**src/verilog/pmsi_defines.vh**
```
`ifndef PMSI_DEFINES_VH
`define PMSI_DEFINES_VH

// frame field widths
`define PMSI_PRE_LEN     6'h20
`define PMSI_DATA_W      6'h10
// opcodes
`define PMSI_OP_WRITE    2'h1
`define PMSI_OP_READ     2'h2
// register addresses
`define PMSI_REG_CTRL    5'h00
`define PMSI_REG_STAT    5'h01
`define PMSI_REG_IMASK   5'h12
`define PMSI_REG_ISTAT   5'h13
// reset values
`define PMSI_CTRL_RST    16'h0000
`define PMSI_IMASK_RST   16'h0000
`define PMSI_ISTAT_RST   16'h0000
// management clock limit, ns period
`define PMSI_MDC_MIN_NS  400

`endif

```
**src/verilog/pmsi_sync.v**
```verilog
`timescale 1ns/10ps
`default_nettype none
module pmsi_sync (
    input  wire        sys_clk,
    input  wire        nrst,
    input  wire        din,
    output wire        dout
);
    reg stage1;
    reg stage2;
    always @(posedge sys_clk or negedge nrst) begin
        if (!nrst) begin
            stage1 <= 1'b0;
            stage2 <= 1'b0;
        end else begin
            stage1 <= din;
            stage2 <= stage1;
        end
    end
    assign dout = stage2;
endmodule
`default_nettype wire

```
**src/verilog/pmsi_top.v**
```verilog
`timescale 1ns/10ps
`default_nettype none
`include "pmsi_defines.vh"
module pmsi_top (
    input  wire        sys_clk,
    input  wire        nrst,
    input  wire        mdc,
    input  wire        mdio_i,
    output reg         mdio_o,
    output reg         mdio_oe,
    output reg         irq_o,
    output reg         irq_oe,
    input  wire [4:0]  phy_addr,
    input  wire [15:0] event_in,
    input  wire [15:0] status_in,
    output reg  [15:0] ctrl_out
);
    localparam ST_IDLE = 3'h0;
    localparam ST_HEAD = 3'h1;
    localparam ST_TA   = 3'h2;
    localparam ST_WDAT = 3'h3;
    localparam ST_RDAT = 3'h4;

    wire mdc_s;
    wire mdio_s;
    wire [15:0] ev_s;
    reg  [15:0] ev_d;
    reg         mdc_d;
    reg  [2:0]  state;
    reg  [5:0]  cnt;
    // second start bit ends up in bit 12
    reg  [12:0] head;
    reg  [15:0] shreg;
    reg  [15:0] imask;
    reg  [15:0] istat;
    reg         hit;
    reg  [4:0]  raddr;

    // rule 2: all pins sampled into sys_clk, no MAC clock involved
    // own clock domain
    pmsi_sync u_mdc (
        .sys_clk (sys_clk),
        .nrst    (nrst),
        .din     (mdc),
        .dout    (mdc_s)
    );
    pmsi_sync u_mdio (
        .sys_clk (sys_clk),
        .nrst    (nrst),
        .din     (mdio_i),
        .dout    (mdio_s)
    );
    genvar gi;
    generate
        for (gi = 0; gi < 16; gi = gi + 1) begin : g_ev
            pmsi_sync u_ev (
                .sys_clk (sys_clk),
                .nrst    (nrst),
                .din     (event_in[gi]),
                .dout    (ev_s[gi])
            );
        end
    endgenerate

    wire rise = mdc_s & ~mdc_d;
    wire fall = ~mdc_s & mdc_d;
    wire [12:0] nhead = {head[11:0], mdio_s};
    wire [15:0] ev_rise = ev_s & ~ev_d;
    // clear in the very cycle the cause word is captured into shreg,
    // so an event between capture and clear is never lost
    wire rd_istat = (state == ST_TA) && hit && (head[11:10] == `PMSI_OP_READ)
                    && (raddr == `PMSI_REG_ISTAT) && fall && (cnt == 6'h01);

    function [15:0] rd_mux;
        input [4:0] a;
        begin
            if (a == `PMSI_REG_CTRL)
                rd_mux = ctrl_out;
            else if (a == `PMSI_REG_STAT)
                rd_mux = status_in;
            else if (a == `PMSI_REG_IMASK)
                rd_mux = imask;
            else if (a == `PMSI_REG_ISTAT)
                rd_mux = istat;
            else
                rd_mux = 16'h0000;
        end
    endfunction

    always @(posedge sys_clk or negedge nrst) begin
        if (!nrst) begin
            mdc_d    <= 1'b0;
            ev_d     <= 16'h0000;
            state    <= ST_IDLE;
            cnt      <= 6'h00;
            head     <= 13'h0000;
            shreg    <= 16'h0000;
            hit      <= 1'b0;
            raddr    <= 5'h00;
            mdio_o   <= 1'b0;
            mdio_oe  <= 1'b0;
            ctrl_out <= `PMSI_CTRL_RST;
            imask    <= `PMSI_IMASK_RST;
        end else begin
            mdc_d <= mdc_s;
            ev_d  <= ev_s;
            case (state)
                ST_IDLE: begin
                    if (rise) begin
                        if (mdio_s)
                            cnt <= (cnt == 6'h3f) ? cnt : cnt + 6'h01;
                        else if (cnt >= `PMSI_PRE_LEN) begin
                            state <= ST_HEAD;
                            cnt   <= 6'h00;
                            head  <= 13'h0000;
                        end else
                            cnt <= 6'h00;
                    end
                end
                ST_HEAD: begin
                    // start second bit plus 2 op + 5 phy + 5 reg bits
                    if (rise) begin
                        head <= nhead;
                        cnt  <= cnt + 6'h01;
                        if (cnt == 6'h0c) begin
                            hit   <= (nhead[12] == 1'b1) && (nhead[9:5] == phy_addr)
                                     && ((nhead[11:10] == `PMSI_OP_READ)
                                     || (nhead[11:10] == `PMSI_OP_WRITE));
                            raddr <= nhead[4:0];
                            state <= ST_TA;
                            cnt   <= 6'h00;
                        end
                    end
                end
                ST_TA: begin
                    if (rise) begin
                        cnt <= cnt + 6'h01;
                        if (cnt == 6'h01) begin
                            cnt <= 6'h00;
                            state <= (head[11:10] == `PMSI_OP_READ) ? ST_RDAT : ST_WDAT;
                        end
                    end
                    // drive 0 in second turnaround bit on read
                    if (fall && hit && head[11:10] == `PMSI_OP_READ) begin
                        if (cnt == 6'h01) begin
                            mdio_oe <= 1'b1;
                            mdio_o  <= 1'b0;
                            shreg   <= rd_mux(raddr);
                        end
                    end
                end
                ST_WDAT: begin
                    if (rise) begin
                        shreg <= {shreg[14:0], mdio_s};
                        cnt   <= cnt + 6'h01;
                        if (cnt == 6'h0f) begin
                            state <= ST_IDLE;
                            cnt   <= 6'h00;
                            if (hit && raddr == `PMSI_REG_CTRL)
                                ctrl_out <= {shreg[14:0], mdio_s};
                            else if (hit && raddr == `PMSI_REG_IMASK)
                                imask <= {shreg[14:0], mdio_s};
                        end
                    end
                end
                ST_RDAT: begin
                    // device drives from the second turnaround bit through the end of read data
                    if (fall) begin
                        if (cnt == `PMSI_DATA_W) begin
                            mdio_oe <= 1'b0;
                            mdio_o  <= 1'b0;
                            state   <= ST_IDLE;
                            cnt     <= 6'h00;
                        end else begin
                            // output stays low when another device is addressed
                            mdio_o <= hit ? shreg[15] : 1'b0;
                            shreg  <= {shreg[14:0], 1'b0};
                            cnt    <= cnt + 6'h01;
                        end
                    end
                end
                default: begin
                    state <= ST_IDLE;
                end
            endcase
        end
    end

    // sticky cause bits, set beats read-clear
    always @(posedge sys_clk or negedge nrst) begin
        if (!nrst)
            istat <= `PMSI_ISTAT_RST;
        else if (rd_istat)
            istat <= ev_rise;
        else
            istat <= istat | ev_rise;
    end

    always @(posedge sys_clk or negedge nrst) begin
        if (!nrst) begin
            irq_o  <= 1'b0;
            irq_oe <= 1'b0;
        end else begin
            irq_o  <= 1'b0;
            irq_oe <= |(istat & imask);
        end
    end
endmodule
`default_nettype wire

```
**config.mk**
```make
export PLATFORM = sky130hd
export DESIGN_NAME = pmsi_top
export DESIGN_NICKNAME = d
export VERILOG_FILES = /design/src/verilog/pmsi_sync.v /design/src/verilog/pmsi_top.v
export VERILOG_INCLUDE_DIRS = /design/src /design/src/verilog
export SDC_FILE = /design/constraint.sdc
export NUM_CORES = 1
export LEC_CHECK = 0
export ABC_AREA = 1
export BUFFER_PORTS_ARGS = -buffer_cell sky130_fd_sc_hd__clkbuf_2
export CORE_MARGIN = 2
export CORE_UTILIZATION = 42
export CTS_CLUSTER_DIAMETER = 50
export DETAILED_ROUTE_END_ITERATION = 6
export PLACE_DENSITY = 0.6
export SYNTH_ARGS = -nofsm -noshare
export SYNTH_HDL_FRONTEND = slang
export SYNTH_SLANG_ARGS = --single-unit
```
**constraint.sdc**
```tcl
create_clock -name sys_clk -period 1.92 [get_ports sys_clk]
set_clock_uncertainty 0.1 [all_clocks]
set_input_delay 0.096 -clock sys_clk [delete_from_list [all_inputs] [get_ports sys_clk]]
set_output_delay 0.096 -clock sys_clk [all_outputs]
set_load 0.01 [all_outputs]
```
---- Yosys cells after proc, flatten, opt, wreduce, memory -nomap -nowiden ----
Index checks and enable logic that the tools add are counted.
word-level totals
  bits in registers ....................... 147
  input bits .............................. 41
  output and inout port bits .............. 20
  word-level logic and storage cells ...... 171
operators by class
  add/sub/neg operators ................... 1
  $lt $le $gt $ge ......................... 1
  equal/unequal tests ..................... 30
  mux-type cells .......................... 52
  bitwise logic cells ..................... 9
  reduce and logical (&&, ||, !) cells .... 28
operator list
  operator                                                                count
  16-bit two-way mux                                                      10
  6-bit two-way mux                                                       11
  12-bit two-way mux                                                      4
  16-bit one-hot mux with 3 select lines                                  1
  3-bit two-way mux                                                       12
  16-bit AND                                                              2
  6-bit one-hot mux with 5 select lines                                   1
  12-bit one-hot mux with 2 select lines                                  1
  2-bit != test (second input constant)                                   11
  16-bit NOT                                                              1
  16-bit bitwise OR                                                       1
  16-bit OR reduction                                                     1
  3-bit one-hot mux with 5 select lines                                   1
  5-bit AND reduction                                                     3
  6-bit by 4-bit equality test with 1-bit output (second input constant)  2
  1-bit logical AND                                                       11
  11-bit AND reduction                                                    1
  5-bit equality test (second input constant)                             2
  1-bit two-way mux                                                       9
  4-bit AND reduction                                                     2
  7-bit AND reduction                                                     1
  6-bit by 1-bit adder with 6-bit output (second input constant)          1
  3-bit by 2-bit equality test with 1-bit output (second input constant)  2
  6-bit by 1-bit equality test with 1-bit output (second input constant)  1
  22 further kinds                                                        29

---- Longest topological paths before layout ----
Gate-level depths: netlist of run 1.
  depth after elaboration ................. 8
  mapped depth ............................ 11

---- Hierarchy ----
Synthesis of run 1 repeated with hierarchy kept, for this count alone.
unflattened totals
  cell total of the unflattened synthesis .. 725
  area, all modules ....................... 6,488.7 um^2
by module, submodules not included
  module     times used  cells an instance  area each (um^2)  seq. area each (um^2)
  pmsi_top   1           689                5,587.9           2,777.7
  pmsi_sync  18          2                  50.0              50.0

---- Least setup slack after synthesis of run 1 ----
OpenSTA, ideal clock, no wires.
  path type ............................... register to register
  start ................................... register raddr[3]
  end ..................................... register istat[10]
  setup time .............................. 0.124 ns
  arrival ................................. 1.370 ns
  required time ........................... 1.696 ns
  path slack .............................. 0.326 ns
  stages on the path, launching flop included .. 7
  buffers on the path ..................... 1
  clock period less this slack ............ 1.594 ns
  cell sequence ........................... dfrtp_1 > nor2_8 > nand2_2 > nor2_4 > nor3b_4 > buf_6 > o22ai_2
between the ends
  word-level cells in the longest chain between the ends .. 5
ends and longest elaborated chain
  item                             line            source
  start: declaration               pmsi_top.v:37   reg [4:0] raddr;
  start signal: assignment         pmsi_top.v:129  raddr <= nhead[4:0];
  5-bit equality test (no line)    n/a
  1-bit logical AND (3 in series)  pmsi_top.v:71   wire rd_istat = (state == ST_TA) && hit && (head[11:10] == `PMSI_OP_READ)
  16-bit two-way mux               pmsi_top.v:193  else if (rd_istat)
  end signal: assignment           pmsi_top.v:192  istat <= `PMSI_ISTAT_RST;
  end signal: assignment           pmsi_top.v:194  istat <= ev_rise;
  end signal: assignment           pmsi_top.v:196  istat <= istat | ev_rise;
  end: declaration                 pmsi_top.v:35   reg [15:0] istat;
Every way passes these cells.
A chain may end at the register's enable or synchronous reset.

---- Worst setup path after layout of run 1 ----
  start ................................... register cnt[0]
  end ..................................... register shreg[10]
between the ends
  word-level cells in the longest chain between the ends .. 3
  elaborated cells between the ends (all ways) .. 5
  those cells by class .................... eq/ne (4); reduce/logical (1)
ends and longest elaborated chain
  item                                                                                                                               line            source
  start: declaration                                                                                                                 pmsi_top.v:30   reg [5:0] cnt;
  start signal: assignment                                                                                                           pmsi_top.v:111  cnt <= (cnt == 6'h3f) ? cnt : cnt + 6'h01;
  start signal: assignment                                                                                                           pmsi_top.v:124  cnt <= cnt + 6'h01;
  start signal: assignment                                                                                                           pmsi_top.v:137  cnt <= cnt + 6'h01;
  6-bit by 5-bit equality test with 1-bit output (no line) / 6-bit by 1-bit equality test with 1-bit output (equally long branches)  n/a
  2-bit != test (no line) / 2-bit by 1-bit != test with 1-bit output (equally long branches)                                         n/a
  6-bit AND reduction (no line) *                                                                                                    n/a
  end signal: assignment                                                                                                             pmsi_top.v:148  shreg <= rd_mux(raddr);
  end signal: assignment                                                                                                             pmsi_top.v:154  shreg <= {shreg[14:0], mdio_s};
  end signal: assignment                                                                                                             pmsi_top.v:177  shreg <= {shreg[14:0], 1'b0};
  end: declaration                                                                                                                   pmsi_top.v:33   reg [15:0] shreg;
Every way passes the cells marked *; elsewhere a longest branch is shown, timed or not.

==> flow_summary.yaml, run 1 <==
setup_path:
  worst-setup-path-type: "reg -> reg"
  arrival_ps: 2030
  cp_cell_sequence: "inv_1, ha_1, nand4_1, nand2_2, nand2_2, nand3_2, nor2_4, buf_12, nand2_1, nand2_1"
  r2r_start: "cnt[0]$_DFFE_PN0P_"
  slowest_delay_ps: 410
  cp-end-kind: "flop"
  worst-path-max-fanout: 16
  cpMaxStageDelayCell: "dfrtp_2"
  crit_required_ps: 2180
  reg2regPathDepth: 10
  critPathLaunchType: "flop"
  reg2reg_setup_slack_ps: 150
  r2r-end: "shreg[10]$_DFFE_PN0P_"
clocking:
  cts_sinks: 147
  cts_tree: "yes"
  clockBufferDepth: 2
  clk_pin_slew_ps: 70
  insertion_delay_ps: 430
  numCtsBuffers: 17
  cts_max_level: 4
  clockRootBuffer: "clkbuf_16"
floorplanning:
  rows: 45
  die_area_sq_um: 16200
  coreArea_sq_um: 15000
  start_util_pct: 42.6
  die_w_um: 127
  die_h_um: 127
  io_pins: 61
hold_path:
  hold_path.class: "in -> reg"
  hold_end: "hit$_DFFE_PN0P_"
  hold_start: "phy_addr[0]"
  hold_path_depth: 6
synthesis:
  synth_fp_nets: 754
  yosysTopAreaCellShare_pct: 57.5
  synth_area_leaders: "dfrtp_1 57%, nand2_1 13%, inv_1 4.7%"
  synth_common_cells: "218 x nand2_1, 147 x dfrtp_1, 81 x inv_1, 53 x nor2_1"
  netlist_area_sq_um: 6400
  synth_edf_count: 0
  synth.distinct_cells: 34
  syn_inst: 710
  ys.flop_type: "dfrtp_1"
  ys_warn_count: 0
  ys_seq_area_share_pct: 57.5
  avgSynthCellArea_sq_um: 9.02
  yosysTopAreaCell: "dfrtp_1"
  synth.most_common_cell: "nand2_1"
  async_flop_share_pct: 100
  synth_seq_cells: 147
drt:
  first_pass_iters: 6
  viasPerCell: 4.96
  wl_per_cell_um: 14.2
  wirelength_um: 14300
  vias: 4982
  drt-initial-drc-count: 404
  detail-route-antenna-nets: 0
  drc: 0
job:
  drv_cap: 0
global_routing:
  grt_use_total_pct: 19.1
  grt_pass1_wl_um: 24400
  grt.overflow.total: 0
  grt_pass1_vias: 5015
  grt_antenna_before_repair: 0
  grt_max_degree: 55
layout:
  fin_cells: 1005
  multi_input_area_sq_um: 2280
  antenna_cells: 0
  fillers: 1346
  drive_above_1_share_pct: 19.0
  nNetsFinal: 848
  syn_to_final_growth_pct: 22.0
  seq_area_sq_um: 3680
sta:
  post-route-period-util_pct: 92.2
  max_freq_mhz: 565
  setup_viol: 0
  tns_ps: 0
  hold_viol: 0
  drv_slew: 0
  min_period_ps: 1770
power:
  peakVddDrop_v: 0.00103
  p_leak_nw: 3.94
  power_mw: 6.64
  power_density_nw_per_um2: 851
placed_design:
  dp.cells: 951
  dp_hpwl_um: 10100
  globalplace.congestion: 0.891
  placement.io_buffers: 59
status:
  status: "completed"
flip-flops by register name, summed over array words and instances (netlist names), 6 cells and up:
name / count
ev_d: 16
istat: 16
g_ev.u_ev.stage1: 16
ctrl_out: 16
g_ev.u_ev.dout: 16
shreg: 16
head: 12
imask: 16
cnt: 6
how the worst max path moves through the flow:
stage / from / end / slack, ps / cells after the start
after floorplan: raddr[3]$_DFFE_PN0P_ / istat[10]$_DFF_PN0_ / 330 / 6
after global placement: cnt[0]$_DFFE_PN0P_ / shreg[15]$_DFFE_PN0P_ / 180 / 9
after detailed placement: cnt[0]$_DFFE_PN0P_ / shreg[13]$_DFFE_PN0P_ / 110 / 9
after CTS: cnt[1]$_DFFE_PN0P_ / shreg[10]$_DFFE_PN0P_ / 90 / 9
after global routing: head[10]$_DFFE_PN0P_ / shreg[3]$_DFFE_PN0P_ / -0.2 / 8
final: cnt[0]$_DFFE_PN0P_ / shreg[10]$_DFFE_PN0P_ / 150 / 10
report_power, final:
| part | total (mW) | switching, mW | internal (mW) |
|---|---|---|---|
| clock | 3.22 | 1.48 | 1.74 |
| combinational | 0.228 | 0.135 | 0.0929 |
| sequential | 3.20 | 0.0346 | 3.16 |
| total | 6.64 | 1.65 | 4.99 |
layer usage:
layer	vias up	track usage [%]	routed length, um
li1	2460	-	-
met1	2364	27.2	6810
met2	130	28.2	6530
met3	28	4.44	665
met4	0	7.76	296
met5	-	0	0
cell usage in the layout (no fill, tap or decap), types with 7 or more instances in the layout:
cell,count
clkbuf_2,58
dlygate4sd3_1,20
inv_6,7
o21ai_1,32
o22ai_2,10
o21ai_0,18
o211ai_1,17
nor2_1,53
dfrtp_1,145
clkbuf_16,17
inv_1,81
inv_2,8
nand2_2,7
buf_4,12
o22ai_1,18
nand2_1,218
nand3_1,31
critical path: cells and delay by family (launching register included):
family / cells / cell delay [ps]
adders and majority gates: 1 / 210
buffers and inverters: 2 / 210
DFF: 1 / 410
and+or+nand+nor: 7 / 770
area by class of cell:
class / count / area share [%]
flip-flops and latches: 147 / 47.1
multi-input cells: 453 / 29.3
well taps: 188 / 3.01
repair buffers: 96 / 8.86
clock buffers: 17 / 5.45
inverters: 89 / 4.28
clock inverters: 15 / 2.02
metrics by stage:
stage               utilization (%)  hold WS (ps)  worst slack, ps  cell area, sq um
finish                         52.0          17.8              149              7810
global route                   52.0          61.3           -0.244              7810
CTS                            51.6          2.02             91.5              7760
detailed placement             46.4         -33.6              108              6980
global placement               46.4         -44.0              180              6980
floorplan                         -          -300              326              6400
cell families after synthesis:
kind of cell / after synthesis / share of synthesized area [%]
flops: 147 / 57.5
fa+ha+maj: 3 / 0.586
simple gates: 338 / 23.3
buf+inv: 111 / 7.33
compound gates: 106 / 10.7
other cells: 1 / 0.0586
xor+xnor: 4 / 0.547
what timing repair did:
item,CTS,global route
setup buffers,0,1
gates resized for setup,0,4
hold endpoints to repair,166,0
endpoints found under the setup margin,0,20
hold buffers,20,0
(Power assumes the default switching activity.)
==> run 2, diff against run 1 <==
ABC_AREA = unset   (was 1)
==> run 2 against run 1 <==
The flow now finishes with violations (setup timing). Worst hold slack about the same. Critical path depth decreased by 3. First-iteration DRC count decreased by 36%. Fmax decreased by 12%. Register-to-register slack got worse by 240 ps. Wire length decreased by 1.9%. Sequential cell count unchanged. Die area decreased by 3.1%. Worst setup slack got worse by 240 ps. Clock power about the same. Via count decreased by 8.4%. Clock-buffer cell count unchanged.
==> flow_summary.yaml, run 2 <==
clocking:
  insertion_delay_ps: 420
  numCtsBuffers: 17
  clk_pin_slew_ps: 70
  clockRootBuffer: "clkbuf_16"
  cts_tree: "yes"
  cts_sinks: 147
  cts_max_level: 4
  clockBufferDepth: 2
sta:
  grt_setup_unrepaired: "yes"
  setup_viol: 37
  worst_pin_slew_ps: 550
  finalWorstSetupSlack_ps: -90.2
  hold_viol: 0
  slew_headroom_pct: 63.4
  max_freq_mhz: 497
  min_period_ps: 2010
  post-route-period-util_pct: 105
  drv_slew: 0
synthesis:
  synth_area_leaders: "dfrtp_1 59%, nand2_1 5.9%, mux2_2 5.1%"
  async_flop_share_pct: 100
  yosysTopAreaCellShare_pct: 59.4
  synth_fp_nets: 592
  netlist_area_sq_um: 6200
  syn_inst: 548
  synth_seq_cells: 147
  avgSynthCellArea_sq_um: 11.3
  synth_common_cells: "147 x dfrtp_1, 98 x nand2_1, 56 x o21ai_0, 28 x mux2_2, 23 x nand4_1"
  synth.distinct_cells: 60
  synth.most_common_cell: "dfrtp_1"
  synth_edf_count: 0
  ys_warn_count: 0
  ys.flop_type: "dfrtp_1"
  ys_seq_area_share_pct: 59.4
  yosysTopAreaCell: "dfrtp_1"
setup_path:
  arrival_ps: 2220
  slowest_delay_ps: 420
  reg2reg_setup_slack_ps: -90
  crit_start: "cnt[0]$_DFFE_PN0P_"
  r2r-end: "state[2]$_DFFE_PN0P_"
  worst-setup-path-type: "reg -> reg"
  worst-path-max-fanout: 6
  crit_buf_inv: 1
  cpMaxStageDelayCell: "or4_4"
  crit_required_ps: 2130
  cp_top_family: "simple AND/OR/NAND/NOR gates"
  cp-endpoint: "state[2]$_DFFE_PN0P_"
  reg2regPathDepth: 7
  path_depth: 7
  critPathLaunchType: "flop"
  cp-end-kind: "flop"
  cp_cell_sequence: "inv_2, ha_4, nand2_2, or4_4, a22oi_2, o211ai_4, mux2_4"
  r2r_start: "cnt[0]$_DFFE_PN0P_"
layout:
  syn_to_final_growth_pct: 31.7
  design_area_sq_um: 8160
  nNetsFinal: 731
  final_util_pct: 56.4
  fillers: 1205
  mostFrequentLayoutCells: "146 x dfrtp_1, 95 x nand2_1, 58 x clkbuf_2"
  multi_input_area_sq_um: 2440
  antenna_cells: 0
  seq_area_sq_um: 3680
  drive_above_1_share_pct: 33.6
  mostFrequentLayoutCell: "dfrtp_1"
power:
  swShare_pct: 25.9
  switchingPower_mw: 1.81
  clkPwrFrac_pct: 45.9
  p_leak_nw: 3.90
  peakVddDrop_v: 0.000577
  power_frac_seq_pct: 46.1
  p_int_mw: 5.20
  power_frac_comb_pct: 8.0
  power_density_nw_per_um2: 860
status:
  status: "finished, violations left"
  violations: "setup timing"
job:
  drv_cap: 0
floorplanning:
  coreArea_sq_um: 14500
  die_w_um: 125
  rows: 44
  die_h_um: 125
  start_util_pct: 42.8
  die_area_sq_um: 15700
  io_pins: 61
placed_design:
  dp_hpwl_um: 9560
  post_dp_cell_area_sq_um: 7070
  globalplace.congestion: 0.905
  placement.io_buffers: 59
global_routing:
  grt_pass1_vias: 4618
  grt_use_total_pct: 18.7
  grt_max_degree: 59
  use_met2_pct: 28.6
  grt-busiest-layer: "met2"
  use_met1_pct: 26.1
  use_met3_pct: 4.62
  grt_antenna_before_repair: 0
  grt.overflow.total: 0
  grt_pass1_wl_um: 23200
drt:
  drt-initial-drc-count: 260
  wirelength_um: 14000
  wl_per_cell_um: 15.9
  detail-route-antenna-nets: 0
  viasPerCell: 5.17
  first_pass_iters: 4
  drc: 0
  vias: 4566
hold_path:
  hold_path.class: "in -> reg"
  hold_path_depth: 4
==> run 2: cell count changes after synthesis, sizes merged, moves of 22 or more <==
cell   delta
o22ai    -28
nand2   -126
nor2     -48
mux2     +38
nand3    -30
nor2b    +22
inv      -69
==> run 2: kinds of logic after synthesis <==
family	count (synthesis)	share of synthesized area [%]
AOI/OAI and AO/OA	117	12.8
xor gates and xnor gates	7	0.989
adders and majority gates	3	0.606
buffers and inverters	47	3.98
DFF	147	59.4
muxes	40	7.23
other	1	0.0605
and+or+nand+nor	186	15.0
==> run 2: what timing repair did <==
| action | CTS | global route |
|---|---|---|
| hold buffers | 26 | 0 |
| setup buffers | 5 | 3 |
| endpoints found under the hold margin | 155 | 0 |
| resized for setup | 18 | 41 |
| cloned | 0 | 1 |
| setup endpoints to repair | 39 | 72 |
| pin swaps | 7 | 10 |
==> run 2: per-layer routing <==
layer | share of wire, % | up-vias | wire length (um)
li1 | - | 2211 | -
met1 | 47 | 2238 | 6640
met4 | 1.2 | 0 | 166
met3 | 4.3 | 11 | 597
met2 | 47 | 106 | 6630
met5 | 0 | - | 0
==> run 2: how the worst min path moves through the flow <==
| stage | slack [ps] | start | end |
|---|---|---|---|
| after floorplan | -300 | nrst | cnt[0]$_DFFE_PN0P_ |
| after global placement | 4 | nrst | u_mdio.stage1$_DFF_PN0_ |
| after detailed placement | 6 | nrst | u_mdio.stage1$_DFF_PN0_ |
| after CTS | 10 | phy_addr[2] | hit$_DFFE_PN0P_ |
| after global routing | 50 | phy_addr[2] | hit$_DFFE_PN0P_ |
| final | 20 | phy_addr[2] | hit$_DFFE_PN0P_ |
==> run 2: cell type report <==
class,instances,share of cell area [%]
repair buffers,147,14.1
inverters,20,0.920
multi-input cells,354,29.9
clock inverters,15,1.95
well taps,184,2.82
flip-flops and latches,147,45.1
clock buffers,17,5.21
==> run 2: worst register-to-register path: stages, from the launching register on <==
cell	delay, ps
dfrtp_1	410
inv_2	80
ha_4	150
nand2_2	50
or4_4	430
a22oi_2	220
o211ai_4	160
mux2_4	320
==> run 2: through the flow <==
| stage | power [mW] | hold WS, ps | std cells | setup WS, ps | setup TNS (ps) |
|---|---|---|---|---|---|
| after floorplan | 3.47 | -300 | 548 | -113 | -1220 |
| final | 7.02 | 18.1 | 884 | -90.2 | -1300 |
| after global placement | 3.73 | 3.61 | 817 | -84.4 | -1380 |
| after global routing | 7.30 | 51.8 | 884 | -151 | -3790 |
| after CTS | 7.06 | 11.4 | 880 | -101 | -1380 |
| after detailed placement | 3.74 | 5.96 | 817 | -133 | -1760 |
==> run 2: power groups by stage <==
stage | registers, mW | clock network, mW | logic, mW
2_1_floorplan | 3.28 | 0 | 0.190
3_3_place_gp | 3.29 | 0 | 0.443
3_5_place_dp | 3.29 | 0 | 0.455
4_1_cts | 3.23 | 3.29 | 0.537
5_1_grt | 3.24 | 3.43 | 0.622
6_report | 3.24 | 3.22 | 0.561
